$ cat config.mk
export PLATFORM = sky130hd
export DESIGN_NAME = cfio_core
export DESIGN_NICKNAME = d
export VERILOG_FILES = /design/src/rtl/cfio_pkg.sv /design/src/rtl/cfio_core.sv /design/src/rtl/cfio_extend.sv
export SDC_FILE = /design/constraint.sdc
export NUM_CORES = 1
export LEC_CHECK = 0
export BUFFER_PORTS_ARGS = -buffer_cell sky130_fd_sc_hd__buf_2
export CAP_MARGIN = 25
export CELL_PAD_IN_SITES_DETAIL_PLACEMENT = 2
export CELL_PAD_IN_SITES_GLOBAL_PLACEMENT = 2
export CORE_ASPECT_RATIO = 0.9
export CORE_UTILIZATION = 44
export CTS_BUF_LIST = sky130_fd_sc_hd__clkbuf_16
export DETAILED_ROUTE_END_ITERATION = 8
export PLACE_DENSITY_LB_ADDON = 0.1
export SKIP_LAST_GASP = 1
export SLEW_MARGIN = 20
export SYNTH_ARGS = -nofsm -noshare
export SYNTH_HDL_FRONTEND = slang
export SYNTH_SLANG_ARGS = --single-unit
$ cat constraint.sdc
create_clock -name clk -period 5.84 [get_ports clk]
set_input_delay 0.292 -clock clk [delete_from_list [all_inputs] [get_ports clk]]
set_output_delay 0.292 -clock clk [all_outputs]
set_load 0.01 [all_outputs]
$ cat src/rtl/cfio_pkg.sv
// Package of encodings, field positions and carrier types for the flag and literal decoder.
package cfio_pkg;

	// ****************************************************************
	// Widths and field positions
	// ****************************************************************
	localparam int CFIO_REG_W = 32;
	localparam int CFIO_INSN_W = 16;
	localparam int CFIO_NUM_REGS = 16;
	localparam int CFIO_OPC_HI = 15;
	localparam int CFIO_OPC_LO = 12;
	localparam int CFIO_RN_HI = 11;
	localparam int CFIO_RN_LO = 8;
	localparam int CFIO_RM_HI = 7;
	localparam int CFIO_RM_LO = 4;
	localparam int CFIO_IMM_HI = 7;
	localparam int CFIO_IMM_LO = 0;
	localparam int CFIO_SUB_HI = 3;
	localparam int CFIO_SUB_LO = 0;
	localparam logic [3:0] CFIO_INDEX_REG = 4'h0;
	localparam logic [31:0] CFIO_PC_RESET = 32'h00000000;
	localparam logic [31:0] CFIO_PC_STEP = 32'h00000002;
	localparam logic [31:0] CFIO_ZERO = 32'h00000000;

	// ****************************************************************
	// Major opcodes (bits 15:12)
	// ****************************************************************
	localparam logic [3:0] OPC_REG_OPS = 4'h3;   // Register-register group, sub-op in 3:0.
	localparam logic [3:0] OPC_ADD_IMM = 4'h7;
	localparam logic [3:0] OPC_GRP8 = 4'h8;      // Compare/branch with imm8, Rn field selects.
	localparam logic [3:0] OPC_WORD_LIT = 4'h9;
	localparam logic [3:0] OPC_LONG_LIT = 4'hD;
	localparam logic [3:0] OPC_TRANSFER_IMM = 4'hE;
	localparam logic [3:0] OPC_LOGIC_IMM = 4'hC;
	localparam logic [3:0] OPC_MEM = 4'h6;       // Indirect and indexed loads, sub-op in 3:0.

	// Sub-ops of OPC_REG_OPS.
	localparam logic [3:0] SUB_COMPARE_SIGNED_GREATER_EQUAL = 4'h3;
	localparam logic [3:0] SUB_COMPARE_EQUAL_OP = 4'h0;
	// Selectors in the Rn field of OPC_GRP8.
	localparam logic [3:0] G8_COMPARE_EQUAL_OP_IMM = 4'h8;
	localparam logic [3:0] G8_BRANCH_TRUE = 4'h9;
	localparam logic [3:0] G8_BRANCH_FALSE = 4'hB;
	// Selectors in the Rn field of OPC_LOGIC_IMM (operate on the index register).
	localparam logic [3:0] LG_TEST = 4'h8;
	localparam logic [3:0] LG_AND = 4'h9;
	localparam logic [3:0] LG_XOR = 4'hA;
	localparam logic [3:0] LG_OR = 4'hB;
	// Sub-ops of OPC_MEM: size in bits 1:0, bit 2 selects indexed.
	localparam logic [1:0] SZ_BYTE = 2'h0;
	localparam logic [1:0] SZ_WORD = 2'h1;
	localparam logic [1:0] SZ_LONG = 2'h2;
	localparam int CFIO_MEM_IDX_BIT = 2;

	// ****************************************************************
	// Carrier types
	// ****************************************************************
	typedef enum logic [1:0] {
		CFIO_SIZE_BYTE = 2'h0,
		CFIO_SIZE_WORD = 2'h1,
		CFIO_SIZE_LONG = 2'h2
	} cfio_size_t;

	typedef struct packed {
		logic req;
		logic [31:0] addr;
		cfio_size_t size;
	} cfio_dreq_t;

	typedef struct packed {
		logic ack;
		logic [31:0] rdata;
	} cfio_drsp_t;

	typedef struct packed {
		logic valid;
		logic [15:0] insn;
	} cfio_insn_t;

endpackage

$ cat src/rtl/cfio_core.sv
// Decoder and executor for the condition flag and literal operand instructions.
// Notes on behaviour
// - Signed compare sets flag when first >= second.
// - Branch true/false tests flag, else falls through.
// - Add immediate leaves flag untouched.
// - Compare-equal immediate sets flag on equality.
// - Byte literal comes from instruction, no fetch.
// - Word and long literals come from memory.
// - Literal load reads PC-relative, writes destination.
// - Absolute address loaded, then register-indirect access.
// - Wide displacement into index register, then indexed.
// - Move, add, compare-equal literals sign-extended.
// - Test and logic literals zero-extended.
// - PC-relative address: sign-extend, double, add PC.
// - Byte and word memory reads sign-extended.
`timescale 1ns/1ps
`default_nettype none
module cfio_core (
	input wire logic clk,
	input wire logic rst,
	input wire cfio_pkg::cfio_insn_t insn_in,
	output logic insn_ready,
	output logic [31:0] pc,
	output cfio_pkg::cfio_dreq_t dreq,
	input wire cfio_pkg::cfio_drsp_t drsp,
	output logic cond_flag,
	output logic retired
);
	import cfio_pkg::*;

	typedef enum logic [0:0] {ST_DECODE, ST_WAIT_DATA} cfio_state_t;

	// ****************************************************************
	// State
	// ****************************************************************
	cfio_state_t state;
	logic [31:0] regs [CFIO_NUM_REGS];
	logic [3:0] dest;
	cfio_size_t pend_size;
	logic [31:0] next_pc;

	// ****************************************************************
	// Field decode
	// ****************************************************************
	logic [15:0] ir;
	logic [3:0] opc, rn, rm, sub;
	logic [7:0] imm8;
	logic [31:0] rn_val, rm_val, idx_val;
	logic [31:0] imm_sext, imm_zext, pcrel_addr;
	logic fire;

	assign ir = insn_in.insn;
	assign opc = ir[CFIO_OPC_HI:CFIO_OPC_LO];
	assign rn = ir[CFIO_RN_HI:CFIO_RN_LO];
	assign rm = ir[CFIO_RM_HI:CFIO_RM_LO];
	assign sub = ir[CFIO_SUB_HI:CFIO_SUB_LO];
	assign imm8 = ir[CFIO_IMM_HI:CFIO_IMM_LO];
	assign rn_val = regs[rn];
	assign rm_val = regs[rm];
	assign idx_val = regs[CFIO_INDEX_REG];
	// Literal extensions; which one is used depends on the operation class.
	assign imm_sext = {{24{imm8[7]}}, imm8};
	assign imm_zext = {24'h000000, imm8};
	// Displacement is signed and counted in halfwords.
	assign pcrel_addr = pc + {{23{imm8[7]}}, imm8, 1'b0};

	// The decoder only takes an instruction while no data read is pending.
	assign insn_ready = (state == ST_DECODE);
	assign fire = insn_in.valid & insn_ready;

	// ****************************************************************
	// Data read extension
	// ****************************************************************
	logic [31:0] load_val;
	cfio_extend u_ext (
		.raw(drsp.rdata),
		.size(pend_size),
		.sign_ext(1'b1),
		.ext(load_val)
	);

	// ****************************************************************
	// Memory request decode
	// ****************************************************************
	logic is_load;
	logic [31:0] load_addr;
	cfio_size_t load_size;
	always_comb begin
		is_load = 1'b0;
		load_addr = CFIO_ZERO;
		load_size = CFIO_SIZE_LONG;
		if (opc == OPC_WORD_LIT) begin
			// Wide literals never sit in the instruction; they are fetched.
			is_load = 1'b1;
			load_addr = pcrel_addr;
			load_size = CFIO_SIZE_WORD;
		end else if (opc == OPC_LONG_LIT) begin
			is_load = 1'b1;
			load_addr = pcrel_addr;
			load_size = CFIO_SIZE_LONG;
		end else if (opc == OPC_MEM) begin
			is_load = 1'b1;
			// Size code 3 has no carrier member, so it travels as a longword read.
			load_size = (sub[1:0] > SZ_LONG) ? CFIO_SIZE_LONG : cfio_size_t'(sub[1:0]);
			if (sub[CFIO_MEM_IDX_BIT]) begin
				load_addr = rm_val + idx_val;
			end else begin
				load_addr = rm_val;
			end
		end
	end

	// ****************************************************************
	// Sequencer: one read outstanding; the next access waits for it.
	// ****************************************************************
	always_ff @(posedge clk) begin
		if (rst) begin
			state <= ST_DECODE;
			dest <= CFIO_INDEX_REG;
			pend_size <= CFIO_SIZE_LONG;
			dreq <= '0;
		end else begin
			unique case (state)
				ST_DECODE: begin
					if (fire && is_load) begin
						state <= ST_WAIT_DATA;
						dest <= rn;
						pend_size <= load_size;
						dreq.req <= 1'b1;
						dreq.addr <= load_addr;
						dreq.size <= load_size;
					end
				end
				ST_WAIT_DATA: begin
					if (drsp.ack) begin
						state <= ST_DECODE;
						dreq.req <= 1'b0;
					end
				end
			endcase
		end
	end

	// ****************************************************************
	// Program counter
	// ****************************************************************
	always_comb begin
		next_pc = pc + CFIO_PC_STEP;
		if (opc == OPC_GRP8) begin
			if ((rn == G8_BRANCH_TRUE && cond_flag) ||
				(rn == G8_BRANCH_FALSE && !cond_flag)) begin
				next_pc = pcrel_addr;
			end
		end
	end

	always_ff @(posedge clk) begin
		if (rst) begin
			pc <= CFIO_PC_RESET;
		end else if (fire) begin
			pc <= next_pc;
		end
	end

	// ****************************************************************
	// Condition flag: only compares and test write it, everything else holds it.
	// ****************************************************************
	always_ff @(posedge clk) begin
		if (rst) begin
			cond_flag <= 1'b0;
		end else if (fire) begin
			if (opc == OPC_REG_OPS && sub == SUB_COMPARE_SIGNED_GREATER_EQUAL) begin
				cond_flag <= ($signed(rn_val) >= $signed(rm_val));
			end else if (opc == OPC_REG_OPS && sub == SUB_COMPARE_EQUAL_OP) begin
				cond_flag <= (rn_val == rm_val);
			end else if (opc == OPC_GRP8 && rn == G8_COMPARE_EQUAL_OP_IMM) begin
				cond_flag <= (idx_val == imm_sext);
			end else if (opc == OPC_LOGIC_IMM && rn == LG_TEST) begin
				cond_flag <= ((idx_val & imm_zext) == CFIO_ZERO);
			end
			// Add immediate and all other ops fall through here.
		end
	end

	// ****************************************************************
	// Register file writes: loaded data or single-cycle results.
	// ****************************************************************
	always_ff @(posedge clk) begin
		if (rst) begin
			for (int i = 0; i < CFIO_NUM_REGS; i++) begin
				regs[i] <= CFIO_ZERO;
			end
		end else if (state == ST_WAIT_DATA && drsp.ack) begin
			regs[dest] <= load_val;
		end else if (fire) begin
			unique case (opc)
				OPC_TRANSFER_IMM: regs[rn] <= imm_sext;
				OPC_ADD_IMM: regs[rn] <= rn_val + imm_sext;
				OPC_LOGIC_IMM: begin
					// Logic literals are zero-extended, so AND clears bits 31:8.
					if (rn == LG_AND) regs[CFIO_INDEX_REG] <= idx_val & imm_zext;
					else if (rn == LG_XOR) regs[CFIO_INDEX_REG] <= idx_val ^ imm_zext;
					else if (rn == LG_OR) regs[CFIO_INDEX_REG] <= idx_val | imm_zext;
				end
				default: ;
			endcase
		end
	end

	// Retire pulse: a non-load issues, or a read completes.
	always_ff @(posedge clk) begin
		if (rst) begin
			retired <= 1'b0;
		end else begin
			retired <= (fire && !is_load) || (state == ST_WAIT_DATA && drsp.ack);
		end
	end
endmodule // cfio_core
`default_nettype wire

$ cat src/rtl/cfio_extend.sv
// Sign or zero extension of byte and word operands to a longword.
`timescale 1ns/1ps
`default_nettype none
module cfio_extend (
	input wire logic [31:0] raw,
	input wire cfio_pkg::cfio_size_t size,
	input wire logic sign_ext,
	output logic [31:0] ext
);
	import cfio_pkg::*;

	// Pick the top bit of the narrow value and replicate it, or zeros.
	always_comb begin
		unique case (size)
			CFIO_SIZE_BYTE: ext = {{24{sign_ext & raw[7]}}, raw[7:0]};
			CFIO_SIZE_WORD: ext = {{16{sign_ext & raw[15]}}, raw[15:0]};
			default: ext = raw;
		endcase
	end
endmodule // cfio_extend
`default_nettype wire

==> results of run 1 <==
-- sequential cells by signal (all words and copies together) (netlist names) --
register	cells
cond_flag	1
regs	512
dreq	35
retired	1
state	1
pc	31
pend_size	1
dest	4
-- routing by layer --
metal	global-route usage (%)	part of all wire (%)	vias up
li1	-	-	11992
met1	49.2	39	15642
met2	61.4	47	1708
met3	7.13	9.2	442
met4	14.9	4.4	6
met5	0	0.018	-
-- critical path, delay by kind of cell (launching register included) --
kind | cells | cell delay [ns]
muxes | 2 | 1.10
and+or+nand+nor | 3 | 0.78
AOI/OAI and AO/OA | 7 | 1.95
DFF | 1 | 0.60
adders and majority gates | 1 | 0.46
-- cell usage in the layout, fill, tap and decap left out, types with 11 or more instances in the layout --
| master | count |
|---|---|
| nor3_1 | 76 |
| nand4_1 | 32 |
| nand2b_1 | 19 |
| a31oi_1 | 19 |
| a21oi_1 | 177 |
| xor2_1 | 32 |
| buf_2 | 115 |
| a211oi_1 | 27 |
| a22oi_1 | 17 |
| clkbuf_16 | 70 |
| dfxtp_1 | 74 |
| ha_1 | 141 |
| o21bai_1 | 15 |
| xnor2_1 | 50 |
| nand2_2 | 12 |
| mux4_2 | 317 |
| nand3_1 | 42 |
| a21o_1 | 60 |
| o22ai_1 | 18 |
| mux2i_1 | 22 |
| nand2_1 | 148 |
| o21ai_0 | 136 |
| and3_1 | 13 |
| clkinv_1 | 13 |
| nand2b_2 | 15 |
| edfxtp_1 | 512 |
| inv_1 | 92 |
| o211ai_1 | 11 |
| nor2_1 | 634 |
| buf_4 | 107 |
| nor4_1 | 14 |
-- through the flow --
| step | std cells | cell area, um^2 |
|---|---|---|
| 5_1_grt | 4297 | 40600 |
| 3_5_place_dp | 4172 | 38400 |
| 4_1_cts | 4296 | 40600 |
| 6_report | 4297 | 40600 |
| 2_1_floorplan | 3115 | 36300 |
| 3_3_place_gp | 4171 | 38400 |
-- final timing paths --
| kind | end | slack [ns] | depth (start not counted) |
|---|---|---|---|
| hold reg to reg | dreq[34] | 0.47 | 2 |
| setup reg to reg | regs[13][30] | 0.64 | 13 |
| hold / removal | dest[0] | 0.05 | 2 |
| setup / recovery | regs[13][30] | 0.64 | 13 |
-- cells by family after synthesis --
group / after synthesis
AOI/OAI and AO/OA: 590
xor gates and xnor gates: 82
adders and majority gates: 144
buffers and inverters: 313
DFF: 586
muxes: 340
other: 1
and+or+nand+nor: 1059
-- power breakdown --
group	switching [uW]	internal [uW]	total (uW)
Combinational	1340	805	2150
Sequential	125	4690	4810
Clock	1920	2430	4350
Total	3390	7920	11300
-- final cells by class --
class,instances,area (um^2)
repair buffers,236,1620
multi-input cells,2216,18300
clock inverters,53,465
inverters,75,282
fillers,8037,40700
flip-flops and latches,586,16900
clock buffers,70,1750
diodes,1,2.50
well taps,1060,1330
-- repair_timing --
| item | CTS | global route |
|---|---|---|
| gates resized for setup | 0 | 0 |
| hold endpoints to repair | 1 | 0 |
| hold buffers | 1 | 0 |
==> flow_metrics.env, run 1 <==
export IMPL_gp_congestion=0.942
export IMPL_critPathKind="register to register"
export IMPL_cts_root_buffer="clkbuf_16"
export IMPL_finalMaxSlewViolations=0
export IMPL_vias_per_cell=6.93
export IMPL_first_pass_iters=8
export IMPL_fin_crit_ns=5.20
export IMPL_cp_arrival_ns=5.56
export IMPL_final_util_pct=49.9
export IMPL_syn_inst=3115
export IMPL_synthTopCellsByArea="edfxtp_1 42%, mux4_2 20%, nor2_1 6.6%"
export IMPL_synth_seq_area_share_pct=46.4
export IMPL_wire_per_inst_um=36.6
export IMPL_design_core_area_um2=81400
export IMPL_yosysTopAreaCell="edfxtp_1"
export IMPL_cts_tree="done"
export IMPL_worstPathRequired_ns=6.20
export IMPL_start_util_pct=44.7
export IMPL_die_area_um2=83800
export IMPL_grt_overflow=0
export IMPL_cp_common_cell="mux4_2"
export IMPL_dp_hpwl_um=105000
export IMPL_htreeDepth=3
export IMPL_track_usage_pct=37.4
export IMPL_rsz0062_at_grt="false"
export IMPL_synth_net_count=3311
export IMPL_synth_cell_types=86
export IMPL_critPathMaxStageDelay_ns=0.60
export IMPL_synth_mux_area_share_pct=20.3
export IMPL_cap_violations=0
export IMPL_endpoint_kind="register"
export IMPL_vias=29790
export IMPL_setup_violations=0
export IMPL_hold_class="input pin to register"
export IMPL_area_delta_synth_final_pct=11.8
export IMPL_grt_pass1_wl_um=226000
export IMPL_syn_cell_area_um2=36300
export IMPL_grt_start_max_net_pins=76
export IMPL_crit_start="regs[0][1]"
export IMPL_setup_tns_ns=0
export IMPL_synthArstFlopShare_pct=0
export IMPL_synth_top_family_by_area="multiplexers"
export IMPL_p_leak_uw=0.0155
export IMPL_min_from="rst"
export IMPL_synth_flop_cell="edfxtp_1"
export IMPL_synth_fa_ha_area_share_pct=5.02
export IMPL_remaining_drc_errors=0
export IMPL_ir_worst_vdd_uv=228
export IMPL_port_buffers=120
export IMPL_postLayoutSetupSlackWorst_ns=0.641
export IMPL_power_total_uw=11300
export IMPL_ant_nets=0
export IMPL_tightest_slew_ns=1.07
export IMPL_cellPowerDensity_nw_per_um2=278
export IMPL_fin_crit_sh_pct=89.0
export IMPL_max_freq_ghz=0.192
export IMPL_crit_path_start_kind="register"
export IMPL_nets=3380
export IMPL_fin_skew_ns=0.0450
export IMPL_cts_buffer_depth=3
export IMPL_slew_headroom_pct=28.7
export IMPL_synth_common_cells="636 x nor2_1, 512 x edfxtp_1, 317 x mux4_2"
export IMPL_post_synth_top_count_cell="nor2_1"
export IMPL_hold_viol=0
export IMPL_clk_latency_ns=0.65
export IMPL_cts_made_buffers=69
export IMPL_synth_compound_area_share_pct=10.4
export IMPL_avgSynthCellArea_um2=11.7
export IMPL_path_clk_slew_ns=0.06
export IMPL_die_x_um=305
export IMPL_yosysTopAreaCellShare_pct=42.3
export IMPL_die_height_um=275
export IMPL_routed_wl_um=157000
export IMPL_status="complete, no violations"
export IMPL_pre_cts_slack_ns=0.315
export IMPL_synth_xor_area_share_pct=1.98
export IMPL_drtIter0Drc=3524
export IMPL_grt_pass1_vias=31505
export IMPL_synth_edf_count=512
export IMPL_postCtsSetupBuffers=0
export IMPL_drive_gt1_share_pct=22.1
export IMPL_antenna_found_initial=5
export IMPL_rows=99
export IMPL_path_cells="mux4_2 -> mux4_2 -> fa_1 -> a21o_1 -> a21oi_1 -> o21a_1 -> o21ai_1 -> and3_1 -> a21boi_1 -> o21ai_0 -> or3_1 -> a31oi_4 -> nor2_1"
export IMPL_holdWs_ns=0.0453
export IMPL_cp_slowest_cell="edfxtp_1"
export IMPL_ios=122
export IMPL_r2r_start="regs[0][1]"
export IMPL_yosys_area_share_simple_pct=12.5
export IMPL_path_max_fanout=16
export IMPL_clock_sinks=586
export IMPL_yosys_warnings=0
export IMPL_synth_seq_cells=586
Power figures use the tool's default switching activity.
==> run 2: changes to the inputs <==
--- a/config.mk
+++ b/config.mk
@@ -5,12 +5,13 @@
 export SDC_FILE = /design/constraint.sdc
 export NUM_CORES = 1
 export LEC_CHECK = 0
+export ABC_AREA = 1
 export BUFFER_PORTS_ARGS = -buffer_cell sky130_fd_sc_hd__buf_2
 export CAP_MARGIN = 25
 export CELL_PAD_IN_SITES_DETAIL_PLACEMENT = 2
 export CELL_PAD_IN_SITES_GLOBAL_PLACEMENT = 2
 export CORE_ASPECT_RATIO = 0.9
-export CORE_UTILIZATION = 44
+export CORE_UTILIZATION = 38
 export CTS_BUF_LIST = sky130_fd_sc_hd__clkbuf_16
 export DETAILED_ROUTE_END_ITERATION = 8
 export PLACE_DENSITY_LB_ADDON = 0.1
==> run 2 against run 1 <==
Net effect: routed wire length grew 26%; combinational power rose by 7%; fmax shrank 3.2%; clock skew down 0.017 ns; worst setup slack worse by 0.17 ns; critical path depth rose by 10; sequential power about the same; synthesized area is 6.1% higher; via count increased by 34%; clock power grew 3%; first-iteration DRC count is 16% higher; critical path type is now input pin to register; critical endpoint is now regs[10][31]; largest cell class unchanged.
==> flow_metrics.env, run 2 <==
export IMPL_area_delta_synth_final_pct=11.5
export IMPL_yosys_warnings=0
export IMPL_layout_commonest_cell="nor2_1"
export IMPL_post_synth_top_count_cell="nor2_1"
export IMPL_yosysTopAreaCellShare_pct=39.9
export IMPL_synthArstFlopShare_pct=0
export IMPL_clock_sinks=586
export IMPL_port_buffers=120
export IMPL_synth_cell_types=59
export IMPL_path_max_fanout=49
export IMPL_gp_congestion=0.951
export IMPL_synth_flop_cell="edfxtp_1"
export IMPL_rr_worst_depth=14
export IMPL_fin_skew_ns=0.0277
export IMPL_vias=39899
export IMPL_rsz0062_at_grt="false"
export IMPL_fin_crit_sh_pct=91.9
export IMPL_die_height_um=304
export IMPL_power_total_uw=11600
export IMPL_die_area_um2=103000
export IMPL_cp_common_cell="nand2_1"
export IMPL_finalMaxSlewViolations=0
export IMPL_crit_family="buffers and inverters"
export IMPL_hold_class="input pin to register"
export IMPL_synthTopCellsByArea="edfxtp_1 40%, nor2_1 7.5%, nand2_1 7.1%"
export IMPL_syn_cell_area_um2=38600
export IMPL_antenna_cells=0
export IMPL_routed_wl_um=198000
export IMPL_grt_pass1_wl_um=284000
export IMPL_critPathMaxStageDelay_ns=0.74
export IMPL_grt_start_max_net_pins=105
export IMPL_largest_reg_flops=512
export IMPL_endpoint_kind="register"
export IMPL_track_usage_pct=37.8
export IMPL_worstPathRequired_ns=6.20
export IMPL_layout_common_cells="773 x nor2_1, 707 x nand2_1, 512 x edfxtp_1"
export IMPL_slew_headroom_pct=24.3
export IMPL_tightest_slew_ns=1.13
export IMPL_largestRegisters="regs x512, dreq x35, pc x31"
export IMPL_critPathKind="input pin to register"
export IMPL_postCtsSetupBuffers=0
export IMPL_fin_crit_ns=5.37
export IMPL_r2r_start="state"
export IMPL_dp_hpwl_um=135000
export IMPL_start_util_pct=38.4
export IMPL_synth_net_count=5114
export IMPL_wire_per_inst_um=31.3
export IMPL_max_freq_ghz=0.186
export IMPL_nets=5111
export IMPL_vias_per_cell=6.32
export IMPL_synth_seq_area_share_pct=43.7
export IMPL_r2r_slack_ns=0.96
export IMPL_design_core_area_um2=100000
export IMPL_grt_pass1_vias=41109
export IMPL_synth_seq_cells=586
export IMPL_multi_input_area_um2=18600
export IMPL_n_fill_cell=11512
export IMPL_avgSynthCellArea_um2=7.84
export IMPL_cp_arrival_ns=5.73
export IMPL_crit_start="insn_in[8]"
export IMPL_critical_path_buf_inv_count=6
export IMPL_cp_endpoint="regs[10][31]"
export IMPL_setup_violations=0
export IMPL_cp_slowest_cell="inv_4"
export IMPL_synth_edf_count=512
export IMPL_yosysTopAreaCell="edfxtp_1"
export IMPL_crit_cells=23
export IMPL_clk_latency_ns=0.66
export IMPL_cts_buffer_depth=3
export IMPL_remaining_drc_errors=0
export IMPL_crit_path_start_kind="input pin"
export IMPL_syn_inst=4918
export IMPL_seqCellArea_um2=16900
export IMPL_hold_viol=0
export IMPL_rows=110
export IMPL_top_register="regs"
export IMPL_r2r_end="regs[1][30]"
export IMPL_p_leak_uw=0.0179
export IMPL_status="complete, no violations"
export IMPL_ir_worst_vdd_uv=267
export IMPL_cts_made_buffers=72
export IMPL_cts_root_buffer="clkbuf_16"
export IMPL_first_pass_iters=6
export IMPL_grt_overflow=0
export IMPL_die_x_um=338
export IMPL_antenna_found_initial=3
export IMPL_ios=122
export IMPL_synth_common_cells="774 x nor2_1, 729 x nand2_1, 512 x edfxtp_1"
export IMPL_drtIter0Drc=4105
export IMPL_htreeDepth=3
export IMPL_cap_violations=0
export IMPL_final_util_pct=42.9
export IMPL_path_clk_slew_ns=0.06
export IMPL_cellPowerDensity_nw_per_um2=270
export IMPL_setup_tns_ns=0
export IMPL_cts_tree="done"
export IMPL_ant_nets=0
export IMPL_path_cells="dlygate4sd3_1 -> buf_2 -> inv_1 -> nand2_1 -> inv_4 -> buf_12 -> a221oi_1 -> nand2_1 -> a311o_1 -> ha_1 -> a21oi_1 -> a21boi_0 -> nor2_1 -> nor2_1 -> nand2_1 -> a21oi_1 -> inv_1 -> nand2_1 -> nand2_1 -> nand2_1 -> nand3_1 -> nand2_1 -> nor2_1"
export IMPL_drive_gt1_share_pct=8.73
## run 2: cell count changes in the layout (fill, tap and decap cells not counted), moves of 45 or more
| cell | delta |
|---|---|
| o21ai_0 | +299 |
| inv_1 | +379 |
| nor3_1 | -45 |
| nand3_1 | +231 |
| mux4_2 | -317 |
| nand2_1 | +559 |
| a22oi_1 | +171 |
| a21o_1 | -52 |
| nor2_1 | +139 |
| a21oi_1 | +287 |
| o211ai_1 | +115 |
## run 2: through the flow
| stage | instance area [um^2] | std cells | hold WS (ns) | setup slack (ns) |
|---|---|---|---|---|
| after detailed placement | 40700 | 6181 | 0.457 | 0.529 |
| after global routing | 43000 | 6316 | 0.0804 | 0.334 |
| after floorplan | 38600 | 4918 | 0.459 | 2.10 |
| final | 43000 | 6316 | 0.0210 | 0.471 |
| after CTS | 43000 | 6315 | 0.00446 | 0.678 |
| after global placement | 40700 | 6181 | 0.451 | 0.604 |
## run 2: layout make-up
class,count,area share [%]
Multi-Input combinational cell,3518,43.3
Inverter,494,4.36
Clock buffer,74,4.31
Clock inverter,57,0.937
Tap cell,1344,3.91
Timing Repair Buffer,243,4.01
Sequential cell,586,39.2
## run 2: how the worst min path moves through the flow
stage                to  cells after the start  startpoint  slack [ns]
3_3_place_gp   dreq[21]                      2    dreq[21]        0.45
2_1_floorplan   dest[0]                      2  insn_in[8]        0.46
5_1_grt         retired                      4         rst        0.08
3_5_place_dp   dreq[11]                      2    dreq[11]        0.46
6_report        retired                      4         rst        0.02
4_1_cts         retired                      4         rst       0.004
## run 2: routing by layer
layer	vias to the layer above	share of wire, %	global-route usage (%)
met5	-	0.014	0
met4	4	5.1	17.4
met3	440	7.6	4.98
met2	1834	44	57.2
met1	20488	44	53.5
li1	17133	-	-
## run 2: tightest hold or removal path: cells and delay by family
family / cells / cell delay [ns]
AND/OR/NAND/NOR: 2 / 0.14
buffers and inverters: 1 / 0.11
AO/OA/AOI/OAI: 1 / 0.07
## run 2: what timing repair did
action,4_1_cts,5_1_grt
gates resized for setup,0,0
hold buffers,3,0
endpoints found under the hold margin,3,0
## run 2: report_power, final
group	internal (uW)	switching [uW]	leakage, uW
Combinational	604	1690	0.0108
Clock	2490	2010	0.00117
Sequential	4690	115	0.00589
## run 2: cells by family after synthesis
logic type      synth area share [%]
simple gates                    20.4
compound gates                  21.8
buf+inv                         8.21
flops                           43.7
fa+ha+maj                       4.73
xor+xnor                        1.07
mux                           0.0844
other cells                  0.00973
